### config.mk
export PLATFORM = sky130hd
export DESIGN_NAME = pci_reset_clock_control
export DESIGN_NICKNAME = d
export VERILOG_FILES = /design/src/pci_rcc_pkg.sv /design/src/clkrun_if.sv /design/src/clkrun_responder.sv /design/src/pci_reset_clock_control.sv
export VERILOG_INCLUDE_DIRS = /design/src
export SDC_FILE = /design/constraint.sdc
export NUM_CORES = 1
export LEC_CHECK = 0
export BUFFER_PORTS_ARGS = -buffer_cell sky130_fd_sc_hd__buf_2
export CELL_PAD_IN_SITES_DETAIL_PLACEMENT = 0
export CELL_PAD_IN_SITES_GLOBAL_PLACEMENT = 1
export CORE_MARGIN = 5
export CORE_UTILIZATION = 23
export DETAILED_ROUTE_END_ITERATION = 8
export GPL_TIMING_DRIVEN = 0
export PLACE_DENSITY_LB_ADDON = 0.1
export SLEW_MARGIN = 20
export SYNTH_ARGS = -nofsm -noshare
export SYNTH_HDL_FRONTEND = slang
export SYNTH_SLANG_ARGS = --single-unit
### constraint.sdc
create_clock -name mclk -period 1.7 [get_ports mclk]
set_clock_uncertainty 0.2 [all_clocks]
set_input_delay 0.085 -clock mclk [delete_from_list [all_inputs] [get_ports mclk]]
set_output_delay 0.085 -clock mclk [all_outputs]
set_load 0.01 [all_outputs]
### src/pci_rcc_defines.svh
`ifndef PCI_RCC_DEFINES_SVH
`define PCI_RCC_DEFINES_SVH

// ----------------------------------------------------------------
// system control register
// ----------------------------------------------------------------
`define SYSCTL_OFFSET 8'h80
`define KEEP_CLOCK_RUNNING_BIT_BIT 1
`define PME_EN_BIT 8
`define SYSCTL_RESET 32'h0000_0002
`define SYSCTL_RW_MASK 32'h0000_0102
`define PME_STS_MASK 32'h0000_8000
`define CLK_STOPPED_MASK 32'h0001_0000
`define WORD_ZERO 32'h0000_0000

// ----------------------------------------------------------------
// pin synchroniser: {suspend_n, bus_reset_in_n, clkrun_n}
// ----------------------------------------------------------------
`define SYNC_RESET 3'h4
`define SYNC_CLKRUN 0
`define SYNC_BUSRST 1
`define SYNC_SUSPEND 2

// ----------------------------------------------------------------
// clock-run response
// ----------------------------------------------------------------
`define CLKRUN_HOLD 2'h2
`define CLKRUN_LAST 2'h1
`define HOLD_ZERO 2'h0

`endif

### src/pci_rcc_pkg.sv
package pci_rcc_pkg;

    typedef enum logic [1:0] {CR_RUN, CR_HOLD, CR_STOPPED} clkrun_state_t;

    typedef logic [31:0] word_t;

    // byte enables widened to a bit mask, shared by rw and w1c merges
    function automatic word_t be_mask(input logic [3:0] be);
        be_mask = {{8{be[3]}}, {8{be[2]}}, {8{be[1]}}, {8{be[0]}}};
    endfunction

endpackage

### src/clkrun_if.sv
`timescale 1ns/1ps

interface clkrun_if;
    logic req_n_s;
    logic keep;
    logic need;
    logic quiet;
    logic drive_low;
    logic stopped;

    modport ctrl(output req_n_s, keep, need, quiet,
                 input drive_low, stopped);
    modport resp(input req_n_s, keep, need, quiet,
                 output drive_low, stopped);
endinterface

### src/clkrun_responder.sv
`timescale 1ns/1ps
`include "pci_rcc_defines.svh"

module clkrun_responder (
    // clock and reset
    input wire logic mclk,
    input wire logic reset_n,
    // control side
    clkrun_if.resp cr
);

    pci_rcc_pkg::clkrun_state_t state_q;
    pci_rcc_pkg::clkrun_state_t state_d;
    logic [1:0] hold_q;
    logic [1:0] hold_d;
    logic prev_q;

    // ----------------------------------------------------------------
    // request decode
    // ----------------------------------------------------------------
    // a rising clock-run line is the central resource asking to stop
    wire stop_req = cr.req_n_s & ~prev_q;
    wire want_clk = cr.keep | cr.need;

    always_comb begin
        state_d = state_q;
        hold_d = hold_q;
        if (cr.quiet) begin
            state_d = pci_rcc_pkg::CR_RUN;
            hold_d = `HOLD_ZERO;
        end else begin
            unique case (state_q)
                pci_rcc_pkg::CR_RUN: begin
                    if (stop_req && want_clk) begin
                        state_d = pci_rcc_pkg::CR_HOLD;
                        hold_d = `CLKRUN_HOLD;
                    end else if (stop_req) begin
                        state_d = pci_rcc_pkg::CR_STOPPED;
                    end
                end
                pci_rcc_pkg::CR_HOLD: begin
                    hold_d = hold_q - `CLKRUN_LAST;
                    if (hold_q == `CLKRUN_LAST) begin
                        state_d = pci_rcc_pkg::CR_RUN;
                    end
                end
                pci_rcc_pkg::CR_STOPPED: begin
                    // a slowed clock still ticks, so a restart can be asked
                    if (!cr.req_n_s) begin
                        state_d = pci_rcc_pkg::CR_RUN;
                    end else if (cr.need) begin
                        state_d = pci_rcc_pkg::CR_HOLD;
                        hold_d = `CLKRUN_HOLD;
                    end
                end
                default: begin
                    state_d = pci_rcc_pkg::CR_RUN;
                    hold_d = `HOLD_ZERO;
                end
            endcase
        end
    end

    always_ff @(posedge mclk or negedge reset_n) begin
        if (!reset_n) begin
            state_q <= pci_rcc_pkg::CR_RUN;
            hold_q <= `HOLD_ZERO;
            prev_q <= 1'b0;
        end else begin
            state_q <= state_d;
            hold_q <= hold_d;
            prev_q <= cr.req_n_s;
        end
    end

    assign cr.drive_low = (state_q == pci_rcc_pkg::CR_HOLD);
    assign cr.stopped = (state_q == pci_rcc_pkg::CR_STOPPED);

    // ----------------------------------------------------------------
    // checks
    // ----------------------------------------------------------------
    AST_HOLD_TWO: assert property (
        @(posedge mclk) disable iff (!reset_n)
        (state_q == pci_rcc_pkg::CR_RUN && stop_req && want_clk && !cr.quiet)
        ##1 (!cr.quiet) [*3] |-> !cr.drive_low && $past(cr.drive_low)
        && $past(cr.drive_low, 2))
        else $error("stop request not held off for two cycles");

    AST_HOLD_END: assert property (
        @(posedge mclk) disable iff (!reset_n)
        (cr.drive_low && hold_q == `CLKRUN_LAST && !cr.quiet)
        |=> !cr.drive_low)
        else $error("clock-run drive not released");

    AST_STOP_GRANT: assert property (
        @(posedge mclk) disable iff (!reset_n)
        (state_q == pci_rcc_pkg::CR_RUN && stop_req && !want_clk && !cr.quiet)
        |=> cr.stopped && !cr.drive_low)
        else $error("stop request not granted");

    AST_QUIET: assert property (
        @(posedge mclk) disable iff (!reset_n)
        cr.quiet |=> !cr.drive_low && !cr.stopped)
        else $error("clock-run active while held quiet");

endmodule // clkrun_responder

### src/pci_reset_clock_control.sv
`timescale 1ns/1ps
`include "pci_rcc_defines.svh"


module pci_reset_clock_control (
    // clock and global reset (the global reset pin)
    input wire logic mclk,
    input wire logic reset_n,
    // bus pins
    input wire logic bus_reset_in_n,
    input wire logic suspend_n,
    input wire logic clkrun_n_in,
    output logic clkrun_n_out,
    output logic clkrun_n_oe,
    output logic pme_n_out,
    output logic pme_n_oe,
    // configuration access
    input wire logic cfg_sel,
    input wire logic cfg_we,
    input wire logic [7:0] cfg_addr,
    input wire logic [3:0] cfg_be,
    input wire logic [31:0] cfg_wdata,
    output logic [31:0] cfg_rdata,
    output logic cfg_ack,
    // device core
    input wire logic clk_needed,
    input wire logic pme_event
);

    logic [2:0] sync1_q;
    logic [2:0] sync2_q;
    pci_rcc_pkg::word_t sysctl_q;
    pci_rcc_pkg::word_t sysctl_d;
    logic [31:0] rdata_q;
    logic [31:0] rdata_d;
    logic ack_q;

    clkrun_if cr();

    // ----------------------------------------------------------------
    // pin synchroniser
    // ----------------------------------------------------------------
    always_ff @(posedge mclk or negedge reset_n) begin
        if (!reset_n) begin
            sync1_q <= `SYNC_RESET;
            sync2_q <= `SYNC_RESET;
        end else begin
            sync1_q <= {suspend_n, bus_reset_in_n, clkrun_n_in};
            sync2_q <= sync1_q;
        end
    end

    wire bus_rst_s = ~sync2_q[`SYNC_BUSRST];
    wire susp_s = ~sync2_q[`SYNC_SUSPEND];
    wire func = ~bus_rst_s;
    // suspend shields the registers from bus reset only
    wire clear_regs = bus_rst_s & ~susp_s;

    // ----------------------------------------------------------------
    // configuration decode
    // ----------------------------------------------------------------
    wire cfg_hit = (cfg_addr == `SYSCTL_OFFSET);
    wire take = func & cfg_sel;
    wire wr_hit = take & cfg_we & cfg_hit;
    wire rd_hit = take & ~cfg_we & cfg_hit;
    wire [31:0] bmask = pci_rcc_pkg::be_mask(cfg_be);
    wire [31:0] rw_bits = bmask & `SYSCTL_RW_MASK;
    wire [31:0] rw_new = (sysctl_q & ~rw_bits) | (cfg_wdata & rw_bits);
    wire [31:0] w1c_clr = wr_hit ?
        (cfg_wdata & bmask & `PME_STS_MASK) : `WORD_ZERO;
    wire [31:0] pme_set = (func & pme_event) ? `PME_STS_MASK : `WORD_ZERO;
    wire [31:0] wr_val = wr_hit ? rw_new : sysctl_q;
    wire [31:0] stop_view = cr.stopped ? `CLK_STOPPED_MASK : `WORD_ZERO;
    wire [31:0] read_val = sysctl_q | stop_view;
    wire keep_clock_running_bit = sysctl_q[`KEEP_CLOCK_RUNNING_BIT_BIT];
    wire pme_enable = sysctl_q[`PME_EN_BIT];
    wire pme_status = |(sysctl_q & `PME_STS_MASK);

    // ----------------------------------------------------------------
    // system control register
    // ----------------------------------------------------------------
    always_comb begin
        if (clear_regs) begin
            sysctl_d = `SYSCTL_RESET;
        end else if (bus_rst_s) begin
            sysctl_d = sysctl_q;
        end else begin
            // set after clear: a wake event in the clearing cycle survives
            sysctl_d = (wr_val & ~w1c_clr) | pme_set;
        end
    end

    assign rdata_d = rd_hit ? read_val : `WORD_ZERO;

    always_ff @(posedge mclk or negedge reset_n) begin
        if (!reset_n) begin
            sysctl_q <= `SYSCTL_RESET;
            rdata_q <= `WORD_ZERO;
            ack_q <= 1'b0;
        end else begin
            sysctl_q <= sysctl_d;
            rdata_q <= rdata_d;
            ack_q <= take;
        end
    end

    // ----------------------------------------------------------------
    // clock-run responder
    // ----------------------------------------------------------------
    assign cr.req_n_s = sync2_q[`SYNC_CLKRUN];
    assign cr.keep = keep_clock_running_bit;
    assign cr.need = clk_needed;
    assign cr.quiet = bus_rst_s;

    clkrun_responder u_clkrun (
        .mclk(mclk),
        .reset_n(reset_n),
        .cr(cr.resp)
    );

    // ----------------------------------------------------------------
    // pins
    // ----------------------------------------------------------------
    // open-drain pins only ever pull low; the enable is the signal
    assign clkrun_n_out = 1'b0;
    assign pme_n_out = 1'b0;
    assign clkrun_n_oe = cr.drive_low & func;
    assign pme_n_oe = pme_status & pme_enable & func;
    assign cfg_rdata = rdata_q;
    assign cfg_ack = ack_q;

    // ----------------------------------------------------------------
    // checks
    // ----------------------------------------------------------------
    AST_OUTPUTS_FLOAT: assert property (
        @(posedge mclk) disable iff (!reset_n)
        bus_rst_s |-> !clkrun_n_oe && !pme_n_oe)
        else $error("output driven during bus reset");

    AST_NO_FUNCTION: assert property (
        @(posedge mclk) disable iff (!reset_n)
        bus_rst_s |=> !cfg_ack && cfg_rdata == `WORD_ZERO)
        else $error("access answered during bus reset");

    AST_BUSRST_CLEARS: assert property (
        @(posedge mclk) disable iff (!reset_n)
        clear_regs |=> sysctl_q == `SYSCTL_RESET)
        else $error("bus reset left a register dirty");

    AST_SUSPEND_KEEPS: assert property (
        @(posedge mclk) disable iff (!reset_n)
        (bus_rst_s && susp_s) |=> $stable(sysctl_q))
        else $error("suspend did not preserve registers");

    AST_PME_SET_WINS: assert property (
        @(posedge mclk) disable iff (!reset_n)
        (func && pme_event) |=> pme_status)
        else $error("wake event lost");

    AST_PME_PIN: assert property (
        @(posedge mclk) disable iff (!reset_n)
        (func && pme_status && pme_enable) |-> pme_n_oe)
        else $error("wake pin not driven");

    AST_READ_BACK: assert property (
        @(posedge mclk) disable iff (!reset_n)
        rd_hit |=> cfg_ack && cfg_rdata == $past(read_val))
        else $error("system control read mismatch");

    AST_KEEP_FEEDS: assert property (
        @(posedge mclk) disable iff (!reset_n)
        (wr_hit && cfg_be[0]) |=>
        keep_clock_running_bit == $past(cfg_wdata[`KEEP_CLOCK_RUNNING_BIT_BIT]))
        else $error("keep-clock bit not written");

    AST_UNMAPPED: assert property (
        @(posedge mclk) disable iff (!reset_n)
        (take && !cfg_hit) |=> cfg_ack && cfg_rdata == `WORD_ZERO
        && $stable(sysctl_q & `SYSCTL_RW_MASK))
        else $error("unmapped access misbehaved");

    AST_ACK_NEXT: assert property (
        @(posedge mclk) disable iff (!reset_n)
        take |=> cfg_ack)
        else $error("taken access not acknowledged");

    AST_ACK_ONLY: assert property (
        @(posedge mclk) disable iff (!reset_n)
        !take |=> !cfg_ack && cfg_rdata == `WORD_ZERO)
        else $error("acknowledge without a taken access");

    AST_PME_CLEAR: assert property (
        @(posedge mclk) disable iff (!reset_n)
        (wr_hit && !pme_event && |(bmask & cfg_wdata & `PME_STS_MASK))
        |=> !pme_status)
        else $error("wake status not cleared by write");

    AST_PME_HOLD: assert property (
        @(posedge mclk) disable iff (!reset_n)
        (!pme_event && !wr_hit && !clear_regs) |=> $stable(pme_status))
        else $error("wake status changed on its own");

    AST_STOP_VIEW: assert property (
        @(posedge mclk) disable iff (!reset_n)
        (rd_hit && cr.stopped) |=> |(cfg_rdata & `CLK_STOPPED_MASK))
        else $error("stopped clock not reported");

    AST_BUSRST_SEEN: assert property (
        @(posedge mclk) disable iff (!reset_n)
        (!bus_reset_in_n) [*3] |-> bus_rst_s)
        else $error("bus reset not seen after two flops");

    AST_BUSRST_GONE: assert property (
        @(posedge mclk) disable iff (!reset_n)
        bus_reset_in_n [*3] |-> !bus_rst_s)
        else $error("bus reset release not seen after two flops");

    AST_KEEP_DEFAULT: assert property (
        @(posedge mclk) disable iff (!reset_n)
        clear_regs |=> keep_clock_running_bit)
        else $error("keep-clock bit not set by bus reset");

endmodule // pci_reset_clock_control

# Word-level counts from Yosys, hierarchy flattened
# Cells that the tools add are included.
# op_classes
bitwise_logic	24
n_mux	19
n_addsub	1
eq_ne	10
reduce_logical	5
# op_table
op	n
$mux W32	4
$and A32 B32 Y32	2
$and A32 B9 Y32	1
$mux W16	2
$not A16 Y32	1
$not A9 Y32	1
$or A32 B16 Y32	1
$or A32 B17 Y32	1
$or A32 B32 Y32	1
$mux W2	10
$mux W17	1
$and A16 B16 Y16	1
$pmux W2 S3	2
$and A1 B1 Y1	11
$eq A8 B8 Y1 const B	1
$ne A3 B2 Y1 const B	2
$ne A3 B3 Y1 const B	2
$reduce_and A3 Y1	2
$eq A2 B1 Y1 const B	2
$ne A4 B2 Y1 const B	1
$ne A4 B4 Y1 const B	1
$not A1 Y1	3
$eq A2 B2 Y1 const B	1
$logic_not A2 Y1	1
4 further kinds	4
# totals
inputBits	53
out_inout_bits	37
regBits	76

# Logic depth before layout (Yosys ltp)
# Gate-level depths: netlist of run 1.
# logic_depth
word_depth	9
mapped_depth	5
ltp_nobuf	5

# Cells and area by module
# Synthesis of run 1 repeated with hierarchy kept, for this count alone.
# hier_totals
cells_unflattened	96
hier_area_um2	1061.0
# modules_own_cells
mod	cells_each	seq_area_each_um2	area_per_inst_um2	n_inst
pci_reset_clock_control	72	379.1	803.3	1
clkrun_responder	24	125.1	257.7	1

# Worst setup path after synthesis of run 1
# Ideal clock, no wire load.
# synth_path
path_kind	input-to-reg
start	input port cfg_addr[5]
end	register sysctl_q[15]
n_path_buf	0
arrival_ns	1.337
path_stages	3
slack_ns	0.044
required_ns	1.381
path_cell_list	or4b_1 > or4_4 > o21a_1
# synth_between
elab_chain_len	8
elab_cells_between_ends	9
cone_classes	1 x eq/ne; 4 x mux; 4 x bitwise
# synth_lines
item	line	text
start: declaration	pci_reset_clock_control.sv:20	input wire logic [7:0] cfg_addr,
$eq A8 B8 Y1 (no line) *	-	
$and A1 B1 Y1 *	pci_reset_clock_control.sv:64	wire wr_hit = take & cfg_we & cfg_hit;
$mux W16 (no line)	-	
$not A16 Y32	pci_reset_clock_control.sv:89	sysctl_d = (wr_val & ~w1c_clr) | pme_set;
$and A32 B32 Y32 *	pci_reset_clock_control.sv:89	
$or A32 B16 Y32 *	pci_reset_clock_control.sv:89	
$mux W32 *	pci_reset_clock_control.sv:85	end else if (bus_rst_s) begin
$mux W32 *	pci_reset_clock_control.sv:83	if (clear_regs) begin
end signal: assignment	pci_reset_clock_control.sv:97	sysctl_q <= `SYSCTL_RESET;
end signal: assignment	pci_reset_clock_control.sv:101	sysctl_q <= sysctl_d;
end: declaration	pci_reset_clock_control.sv:32	pci_rcc_pkg::word_t sysctl_q;
# Every way passes the cells marked *; elsewhere a longest branch is shown, timed or not. The select of a mux whose other input is x is not followed.
# A chain may end at the register's enable or synchronous reset.

# Worst setup path in the final report of run 1
# layout_path
start	input port cfg_sel
end	register sysctl_q[15]
# layout_between
elab_chain_len	9
elab_cells_between_ends	10
cone_classes	4 x mux; 6 x bitwise
# layout_lines
item	line	text
start: declaration	pci_reset_clock_control.sv:18	input wire logic cfg_sel,
$and A1 B1 Y1 *	pci_reset_clock_control.sv:63	wire take = func & cfg_sel;
$and A1 B1 Y1 * (2 in series)	pci_reset_clock_control.sv:64	
$mux W16 (no line)	-	
$not A16 Y32	pci_reset_clock_control.sv:89	
$and A32 B32 Y32 *	pci_reset_clock_control.sv:89	
$or A32 B16 Y32 *	pci_reset_clock_control.sv:89	
$mux W32 *	pci_reset_clock_control.sv:85	
$mux W32 *	pci_reset_clock_control.sv:83	
# Marked as above.

==> results of run 1 <==
Yosys cell counts, drive strengths merged, types with 2 or more instances:
library cell	instances	area, sq um
buf	29	218
dfrtp	17	425
nand2	7	26.3
inv	5	18.8
nand3	4	20.0
nor2b	4	25.0
and2	3	18.8
dfstp	3	78.8
nor2	3	11.3
or4	3	30.0
and3	2	12.5
nand3b	2	15.0
o211ai	2	15.0
o21ai	2	10.0
sequential cells by signal, summed over array words and instances (netlist names):
name              count
cfg_ack               1
cfg_rdata             5
sync1_q               3
sync2_q               3
sysctl_q              3
u_clkrun.hold_q       2
u_clkrun.prev_q       1
u_clkrun.state_q      2
area by class of cell:
class                   count  share of cell area, %
inverters                   5                   1.17
clock buffers               4                   3.45
repair buffers             70                   26.0
well taps                  52                   4.07
plain buffers              29                   13.6
multi-input cells          49                   20.0
flip-flops and latches     20                   31.7
stage by stage:
| stage | power, mW | setup TNS [ns] | cells | cell area (sq um) | util, % |
|---|---|---|---|---|---|
| floorplan | 0.628 | 0 | 103 | 1050 | - |
| global placement | 0.708 | -0.375 | 211 | 1400 | 31.9 |
| detailed placement | 0.712 | -0.390 | 211 | 1400 | 31.9 |
| CTS | 1.09 | 0 | 227 | 1580 | 36.0 |
| global route | 1.14 | 0 | 229 | 1600 | 36.4 |
| finish | 1.08 | 0 | 229 | 1600 | 36.4 |
worst min path at each step:
stage	endpoint	depth (start not counted)
after global routing	sysctl_q[8]$_DFFE_PN0P_	4
after floorplan	cfg_ack$_DFF_PN0_	0
after detailed placement	sync1_q[0]$_DFF_PN0_	1
final	sysctl_q[1]$_DFFE_PN1P_	4
after global placement	sync1_q[0]$_DFF_PN0_	1
after CTS	sysctl_q[1]$_DFFE_PN1P_	4
repair_timing:
action,CTS,global route
resized for setup,2,1
endpoints found under the hold margin,28,0
setup buffers,0,2
hold buffers,12,0
setup endpoints to repair,33,5
layer usage:
metal  vias up  track usage, %
met3         2            3.24
met1       419            9.43
met2        38            14.1
li1        458               -
met5         -               0
met4         0            2.58
kinds of logic (layout without fill, tap and decap cells):
| group | Yosys count | in the layout | share of synthesized area [%] |
|---|---|---|---|
| DFF | 20 | 20 | 48.2 |
| buffers and inverters | 34 | 108 | 22.6 |
| other | 1 | 3 | 0.359 |
| adders and majority gates | 1 | 1 | 1.20 |
| AOI/OAI and AO/OA | 11 | 11 | 7.90 |
| and+or+nand+nor | 33 | 33 | 18.8 |
| muxes | 1 | 1 | 0.957 |
worst reg2reg max path: stages (launching register included):
cell	delay, ns
dfrtp_2	0.40
nand2_1	0.14
or4_4	0.58
o21a_1	0.20
power by group through the flow:
| stage | Clock [mW] | Combinational (mW) | Sequential [mW] |
|---|---|---|---|
| final | 0.356 | 0.207 | 0.516 |
| after detailed placement | 0 | 0.184 | 0.527 |
| after CTS | 0.371 | 0.205 | 0.519 |
| after global routing | 0.390 | 0.229 | 0.520 |
| after global placement | 0 | 0.182 | 0.526 |
| after floorplan | 0 | 0.105 | 0.522 |
==> impl_metrics.env, run 1 <==
export IMPL_status="finished clean"
export IMPL_finalCriticalPeriod_ns=1.66
export IMPL_rows=24
export IMPL_syn_area_sq_um=1050
export IMPL_grt_pass1_vias=860
export IMPL_powerDensity_nw_per_um2=676
export IMPL_cap_violations=0
export IMPL_layout_common_cells="buf_2, buf_4, dfrtp_1"
export IMPL_grtUsageTotal_pct=8.23
export IMPL_cp_top_family="simple AND/OR/NAND/NOR gates"
export IMPL_grt_pass1_wl_um=4030
export IMPL_layout_drive_gt1_share_pct=58.2
export IMPL_dieArea_sq_um=6000
export IMPL_final_setup_worst_slack_ns=0.0416
export IMPL_slew_viol_final=0
export IMPL_ys_types=30
export IMPL_criticalPathCategory="in -> reg"
export IMPL_start_kind="primary input"
export IMPL_met3WireLength_um=227
export IMPL_num_vias=917
export IMPL_path_buf_inv=2
export IMPL_grt_overflow_total=0
export IMPL_setup_viol=0
export IMPL_slowest_stage="or4_4"
export IMPL_cts_tree="yes"
export IMPL_antenna_found_initial=0
export IMPL_crit_arrival_ns=1.61
export IMPL_ff2ff_setup_slack_ns=0.08
export IMPL_route_detailed_drc=0
export IMPL_clock_sinks=20
export IMPL_die_w_um=77.4
export IMPL_reg2reg_depth=3
export IMPL_endpoint_kind="flop"
export IMPL_routed_wire_length_per_instance_um=11.0
export IMPL_crit_end="sysctl_q[15]$_DFFE_PN0P_"
export IMPL_ir_drop_uv=500
export IMPL_grt_setup_unrepaired="no"
export IMPL_dieHeight_um=77.4
export IMPL_power_frac_seq_pct=47.8
export IMPL_slowest_delay_ns=0.58
export IMPL_r2r_end="sysctl_q[15]$_DFFE_PN0P_"
export IMPL_drt_first_pass_iters=2
export IMPL_drt_iter0_markers=8
export IMPL_power_frac_comb_pct=19.2
export IMPL_areaGrowthSynthToFinish_pct=52.8
export IMPL_reg2reg_from="sync2_q[1]$_DFF_PN0_"
export IMPL_placeableCoreArea_sq_um=4380
export IMPL_setup_worst_path_start="cfg_sel"
export IMPL_wl_met2_um=1250
export IMPL_portBuffers=56
export IMPL_p_int_uw=825
export IMPL_hp_start="cfg_addr[2]"
export IMPL_hold_viol=0
export IMPL_wl_met1_um=1030
export IMPL_fillCellCount=462
export IMPL_p_switching_uw=254
export IMPL_dp_hpwl_um=1970
export IMPL_yosysWarnings=0
export IMPL_fin_nets=232
export IMPL_start_util_pct=23.9
export IMPL_p_sw_share_pct=23.5
export IMPL_routed_top_layer="met4"
export IMPL_ys_ff_latch=20
export IMPL_power_leakage_nw=0.858
export IMPL_clk_latency_ns=0.25
export IMPL_htreeDepth=1
export IMPL_syn_inst=101
export IMPL_root_buffer="clkbuf_8"
export IMPL_hold_class="in -> reg"
export IMPL_grt_max_degree=29
export IMPL_antenna_cells=0
export IMPL_cp_depth=5
export IMPL_ys_seq_area_share_pct=48.2
export IMPL_routabilityCongestion=0.688
export IMPL_numCtsBuffers=3
export IMPL_multi_input_area_sq_um=319
export IMPL_final_seq_area_sq_um=507
export IMPL_pin_count=90
export IMPL_synthArstFlopShare_pct=100
export IMPL_pwr_share_clk_pct=33.0
export IMPL_crit_chain="dlygate4sd3_1, buf_2, nand2_1, or4_4, o21a_1"
export IMPL_post_place_ws_ns=-0.118
export IMPL_vias_per_cell=4.00
export IMPL_fin_crit_sh_pct=97.6
export IMPL_cp_max_fo=5
export IMPL_whs_ns=0.00858
export IMPL_ys_flop_type="dfrtp_1"
export IMPL_drt_total_wl_um=2520
export IMPL_clk_pin_slew_ns=0.07
export IMPL_ant_nets=0
export IMPL_avgSynthCellArea_sq_um=10.4
export IMPL_critPathRequiredTime_ns=1.65
export IMPL_final_common_cell="buf_2"
export IMPL_timing_fmax_ghz=0.603
export IMPL_clock_path_buffers=2
export IMPL_synth_edf_count=0
Power figures use the tool's default switching activity.
==> inputs of run 2 (changes only) <==
--- a/config.mk
+++ b/config.mk
@@ -7,6 +7,7 @@
 export NUM_CORES = 1
 export LEC_CHECK = 0
 export BUFFER_PORTS_ARGS = -buffer_cell sky130_fd_sc_hd__buf_2
+export CAP_MARGIN = 15
 export CELL_PAD_IN_SITES_DETAIL_PLACEMENT = 0
 export CELL_PAD_IN_SITES_GLOBAL_PLACEMENT = 1
 export CORE_MARGIN = 5
==> constraint.sdc (replaced) <==
create_clock -name mclk -period 1.7 [get_ports mclk]
set_clock_uncertainty 0.2 [all_clocks]
set_input_delay 0.255 -clock mclk [delete_from_list [all_inputs] [get_ports mclk]]
set_output_delay 0.255 -clock mclk [all_outputs]
set_load 0.01 [all_outputs]
==> impl_metrics.env, run 2 (synthesis results as in run 1) <==
export IMPL_status="finished clean"
export IMPL_final_common_cell="buf_2"
export IMPL_htreeDepth=1
export IMPL_dieHeight_um=77.4
export IMPL_grt_setup_unrepaired="no"
export IMPL_dieArea_sq_um=6000
export IMPL_vias_per_cell=3.90
export IMPL_routabilityCongestion=0.698
export IMPL_portBuffers=56
export IMPL_root_buffer="clkbuf_8"
export IMPL_crit_arrival_ns=1.60
export IMPL_cap_violations=0
export IMPL_rows=24
export IMPL_p_switching_uw=254
export IMPL_setup_worst_path_start="cfg_addr[5]"
export IMPL_ir_drop_uv=594
export IMPL_antenna_found_initial=0
export IMPL_hold_class="in -> reg"
export IMPL_fin_total_pwr_mw=1.18
export IMPL_layout_common_cells="buf_2, buf_4, dfrtp_1"
export IMPL_clock_sinks=20
export IMPL_routed_wire_length_per_instance_um=10.3
export IMPL_drt_iter0_markers=20
export IMPL_die_w_um=77.4
export IMPL_timing_fmax_ghz=0.604
export IMPL_finalCriticalPeriod_ns=1.65
export IMPL_fin_crit_sh_pct=97.3
export IMPL_power_frac_comb_pct=16.3
export IMPL_powerDensity_nw_per_um2=760
export IMPL_grtUsageTotal_pct=7.46
export IMPL_start_util_pct=23.9
export IMPL_antenna_cells=0
export IMPL_pin_count=90
export IMPL_areaGrowthSynthToFinish_pct=48.2
export IMPL_fin_nets=225
export IMPL_reg2reg_from="sync2_q[1]$_DFF_PN0_"
export IMPL_largest_reg_flops=5
export IMPL_drt_first_pass_iters=3
export IMPL_start_kind="primary input"
export IMPL_hp_start="cfg_wdata[8]"
export IMPL_final_cells=222
export IMPL_grt_overflow_total=0
export IMPL_dp_hpwl_um=1820
export IMPL_numCtsBuffers=3
export IMPL_layout_drive_gt1_share_pct=61.2
export IMPL_cts_tree="yes"
export IMPL_endpoint_kind="flop"
export IMPL_critPathRequiredTime_ns=1.65
export IMPL_clock_path_buffers=2
export IMPL_placeableCoreArea_sq_um=4380
export IMPL_drt_total_wl_um=2280
export IMPL_clk_latency_ns=0.25
export IMPL_ant_nets=0
export IMPL_pwr_share_clk_pct=39.8
export IMPL_grt_pass1_vias=812
export IMPL_power_frac_seq_pct=43.9
export IMPL_grt_max_degree=29
export IMPL_p_int_uw=924
export IMPL_grt_pass1_wl_um=3760
export IMPL_slew_viol_final=0
export IMPL_route_detailed_drc=0
export IMPL_p_sw_share_pct=21.6
export IMPL_setup_viol=0
export IMPL_hold_viol=0
export IMPL_fillCellCount=448
export IMPL_cp_max_fo=4
export IMPL_clk_pin_slew_ns=0.07
export IMPL_criticalPathCategory="in -> reg"
export IMPL_num_vias=865
export IMPL_place_inst=211
export IMPL_power_leakage_nw=0.838
==> run 2: cell count changes in the layout (fill, tap and decap cells not counted), sizes merged <==
cell,before,now
dlygate4sd3,12,5
bufinv,0,1
clkbuf,4,3
==> run 2: worst max-delay path: stages <==
cell	delay, ns
buf_2	0.09
or4b_4	0.56
or4_4	0.51
o21a_1	0.18
==> run 2: through the flow <==
step	setup slack [ns]	cell area [sq um]	TNS (ns)	hold slack, ns	util (%)
after detailed placement	-0.319	1400	-1.66	0.0378	32.0
final	0.0453	1550	0	0.0503	35.4
after global placement	-0.319	1400	-1.66	0.0275	32.0
after global routing	0.00284	1550	0	0.0509	35.4
after CTS	0.0147	1530	0	0.0444	35.0
after floorplan	-0.0716	1060	-0.0982	-0.241	-
==> run 2: final cells by class <==
type	instances	area (sq um)	area share, %
inverters	5	18.8	1.21
flip-flops and latches	20	509	32.8
clock inverters	1	30.0	1.94
multi-input cells	49	323	20.8
repair buffers	63	345	22.3
plain buffers	29	218	14.0
well taps	52	65.1	4.20
clock buffers	3	41.3	2.66
==> run 2: final timing paths <==
check                                            end  slack [ns]  cells past startpoint
min                          sysctl_q[8]$_DFFE_PN0P_        0.05                      3
max                         sysctl_q[15]$_DFFE_PN0P_        0.05                      4
max reg2reg                 sysctl_q[15]$_DFFE_PN0P_        0.08                      3
min in group asynchronous  u_clkrun.prev_q$_DFF_PN0_        0.27                      2
max in group asynchronous    cfg_rdata[28]$_DFF_PN0_        0.67                      2
min reg2reg                     sync2_q[0]$_DFF_PN0_        0.15                      0
==> run 2: power groups by stage <==
stage / Sequential [mW] / Combinational (mW) / Clock, mW
6_report: 0.517 / 0.192 / 0.468
5_1_grt: 0.521 / 0.215 / 0.501
4_1_cts: 0.518 / 0.193 / 0.485
3_5_place_dp: 0.527 / 0.185 / 0
3_3_place_gp: 0.525 / 0.183 / 0
2_1_floorplan: 0.522 / 0.106 / 0
==> run 2: what timing repair did <==
item | in CTS | in global routing
setup endpoints to repair | 34 | 31
setup buffers | 0 | 2
hold buffers | 5 | 0
gates resized for setup | 3 | 1
hold endpoints to repair | 21 | 0
==> run 2: routing by layer <==
metal,global-route usage (%),part of all wire [%]
met1,8.77,41
met2,13.0,45
met3,3.13,13
met4,1.03,0.61
met5,0,0
==> inputs of run 3 (changes only) <==
--- a/config.mk
+++ b/config.mk
@@ -18,4 +18,5 @@
 export SLEW_MARGIN = 20
 export SYNTH_ARGS = -nofsm -noshare
 export SYNTH_HDL_FRONTEND = slang
+export SYNTH_HIERARCHICAL = 1
 export SYNTH_SLANG_ARGS = --single-unit
==> impl_metrics.env, run 3 <==
export IMPL_numCtsBuffers=3
export IMPL_grt_max_degree=29
export IMPL_avgSynthCellArea_sq_um=11.1
export IMPL_ys_types=28
export IMPL_grt_pass1_vias=783
export IMPL_fin_crit_sh_pct=95.4
export IMPL_areaGrowthSynthToFinish_pct=46.1
export IMPL_cap_violations=0
export IMPL_critPathRequiredTime_ns=1.24
export IMPL_drt_total_wl_um=2270
export IMPL_setup_viol=0
export IMPL_clock_path_buffers=2
export IMPL_hold_viol=0
export IMPL_grt_overflow_total=0
export IMPL_slowest_delay_ns=0.44
export IMPL_dp_hpwl_um=1810
export IMPL_powerDensity_nw_per_um2=692
export IMPL_num_vias=822
export IMPL_cp_top_family="flip-flops"
export IMPL_die_w_um=77.9
export IMPL_timing_fmax_ghz=0.616
export IMPL_cp_depth=3
export IMPL_ir_drop_uv=504
export IMPL_routabilityCongestion=0.695
export IMPL_tns_ns=0
export IMPL_hold_class="in -> reg"
export IMPL_largest_reg_flops=5
export IMPL_antenna_cells=0
export IMPL_cts_tree="yes"
export IMPL_start_kind="flop"
export IMPL_crit_chain="and2b_1, and2_1, buf_2"
export IMPL_synth_edf_count=0
export IMPL_path_buf_inv=1
export IMPL_placeableCoreArea_sq_um=4410
export IMPL_routed_wire_length_per_instance_um=10.4
export IMPL_ys_flop_type="dfrtp_1"
export IMPL_root_buffer="clkbuf_8"
export IMPL_reg2reg_depth=3
export IMPL_synth_top_area_share_pct=40.1
export IMPL_syn_inst=96
export IMPL_status="finished clean"
export IMPL_r2r_end="sysctl_q[1]$_DFFE_PN1P_"
export IMPL_crit_end="clkrun_n_oe"
export IMPL_grtUsageTotal_pct=7.26
export IMPL_drt_iter0_markers=12
export IMPL_crit_arrival_ns=1.17
export IMPL_slowest_stage="dfrtp_2"
export IMPL_endpoint_kind="output port"
export IMPL_synthMostInstantiatedCell="buf_4"
export IMPL_layout_drive_gt1_share_pct=64.5
export IMPL_final_common_cell="buf_2"
export IMPL_ys_ff_latch=20
export IMPL_start_util_pct=24.0
export IMPL_synth_area_leaders="dfrtp_1, buf_4, dfstp_2, and2_1, nor2_1"
export IMPL_vias_per_cell=3.77
export IMPL_reg2reg_from="sync2_q[1]$_DFF_PN0_"
export IMPL_grt_setup_unrepaired="no"
export IMPL_ys_seq_area_share_pct=47.5
export IMPL_post_place_ws_ns=-0.0584
export IMPL_layout_common_cells="buf_2, buf_4, dfrtp_1"
export IMPL_syn_area_sq_um=1060
export IMPL_ff2ff_setup_slack_ns=0.24
export IMPL_final_setup_worst_slack_ns=0.0774
export IMPL_rows=24
export IMPL_dieHeight_um=77.9
export IMPL_route_detailed_drc=0
export IMPL_power_leakage_nw=0.829
export IMPL_ant_nets=0
export IMPL_clk_pin_slew_ns=0.07
export IMPL_dieArea_sq_um=6070
export IMPL_pin_count=90
export IMPL_cp_max_fo=6
export IMPL_whs_ns=0.0413
export IMPL_fillCellCount=452
export IMPL_slew_viol_final=0
export IMPL_antenna_found_initial=0
export IMPL_setup_worst_path_start="u_clkrun/state_q[1]$_DFFE_PN0P_"
export IMPL_fin_nets=221
export IMPL_synthArstFlopShare_pct=100
export IMPL_criticalPathCategory="reg -> out"
export IMPL_synth_top_cell_by_area="dfrtp_1"
export IMPL_yosysWarnings=6
export IMPL_synth_common_cells="buf_4, dfrtp_1, nor2_1"
export IMPL_clock_sinks=20
export IMPL_portBuffers=56
export IMPL_htreeDepth=1
export IMPL_drt_first_pass_iters=3
export IMPL_clk_latency_ns=0.25
export IMPL_finalCriticalPeriod_ns=1.62
export IMPL_place_inst=206
export IMPL_final_cells=218
export IMPL_grt_pass1_wl_um=3620
-- run 3: changes by cell type after synthesis, moves of 2 or more --
cell | previous run | this run
nand3b_1 | 2 | 0
o21ai_0 | 2 | 0
nor2b_1 | 4 | 2
o211ai_1 | 2 | 0
nor2_1 | 3 | 8
and2_1 | 3 | 5
nand3_1 | 4 | 0
nor4_2 | 0 | 2
-- run 3: cell families (layout without fill, tap and decap cells) --
family                   after synthesis  in the layout  share of synthesized area [%]
AO/OA/AOI/OAI                          6              6                           5.78
adder cells (fa/ha/maj)                1              1                           1.18
buffers and inverters                 33            101                           21.9
flip-flops                            20             20                           47.5
multiplexers                           2              2                           1.89
other                                  1              3                          0.353
AND/OR/NAND/NOR                       33             33                           21.3
-- run 3: worst register-to-register path, cell delays in order, from the launching register on --
cell	delay, ns
dfrtp_1	0.52
nand2_4	0.12
nor4_2	0.34
mux2i_1	0.22
-- run 3: layer usage --
metal / GRT usage (%) / share of wire, %
met2: 12.2 / 49
met4: 2.53 / 0.75
met3: 3.01 / 12
met1: 8.26 / 38
met5: 0 / 0
-- run 3: layout make-up --
class	instances	area (sq um)	area share [%]
clock buffers	4	55.1	3.55
flip-flops and latches	20	510	32.9
repair buffers	64	355	22.9
inverters	4	15.0	0.969
plain buffers	29	218	14.0
multi-input cells	45	332	21.4
well taps	52	65.1	4.20
-- run 3: stage by stage --
stage,util (%),power (mW),cell area (sq um)
after global routing,35.1,1.14,1550
after detailed placement,32.0,0.725,1410
after CTS,34.7,1.10,1530
final,35.1,1.07,1550
after floorplan,-,0.640,1070
after global placement,32.0,0.723,1410
-- run 3: repair_timing --
action,CTS,global route
endpoints found under the setup margin,28,28
gates resized for setup,1,3
buffers inserted,0,2
hold endpoints to repair,22,0
hold buffers,6,0
-- run 3: worst min-delay path by stage --
stage | start | end | slack (ns) | cells past startpoint
2_1_floorplan | reset_n | cfg_ack$_DFF_PN0_ | -0.24 | 0
3_3_place_gp | reset_n | sysctl_q[8]$_DFFE_PN0P_ | 0.03 | 1
3_5_place_dp | reset_n | sysctl_q[8]$_DFFE_PN0P_ | 0.03 | 1
4_1_cts | cfg_wdata[8] | sysctl_q[8]$_DFFE_PN0P_ | 0.03 | 3
5_1_grt | cfg_wdata[8] | sysctl_q[8]$_DFFE_PN0P_ | 0.05 | 3
6_report | cfg_wdata[8] | sysctl_q[8]$_DFFE_PN0P_ | 0.04 | 3
-- run 3: report_power, final --
group / leakage [nW] / internal (mW) / switching, mW
registers: 0.246 / 0.499 / 0.0234
clock network: 0.0288 / 0.206 / 0.147
logic: 0.554 / 0.113 / 0.0849
total: 0.829 / 0.818 / 0.255
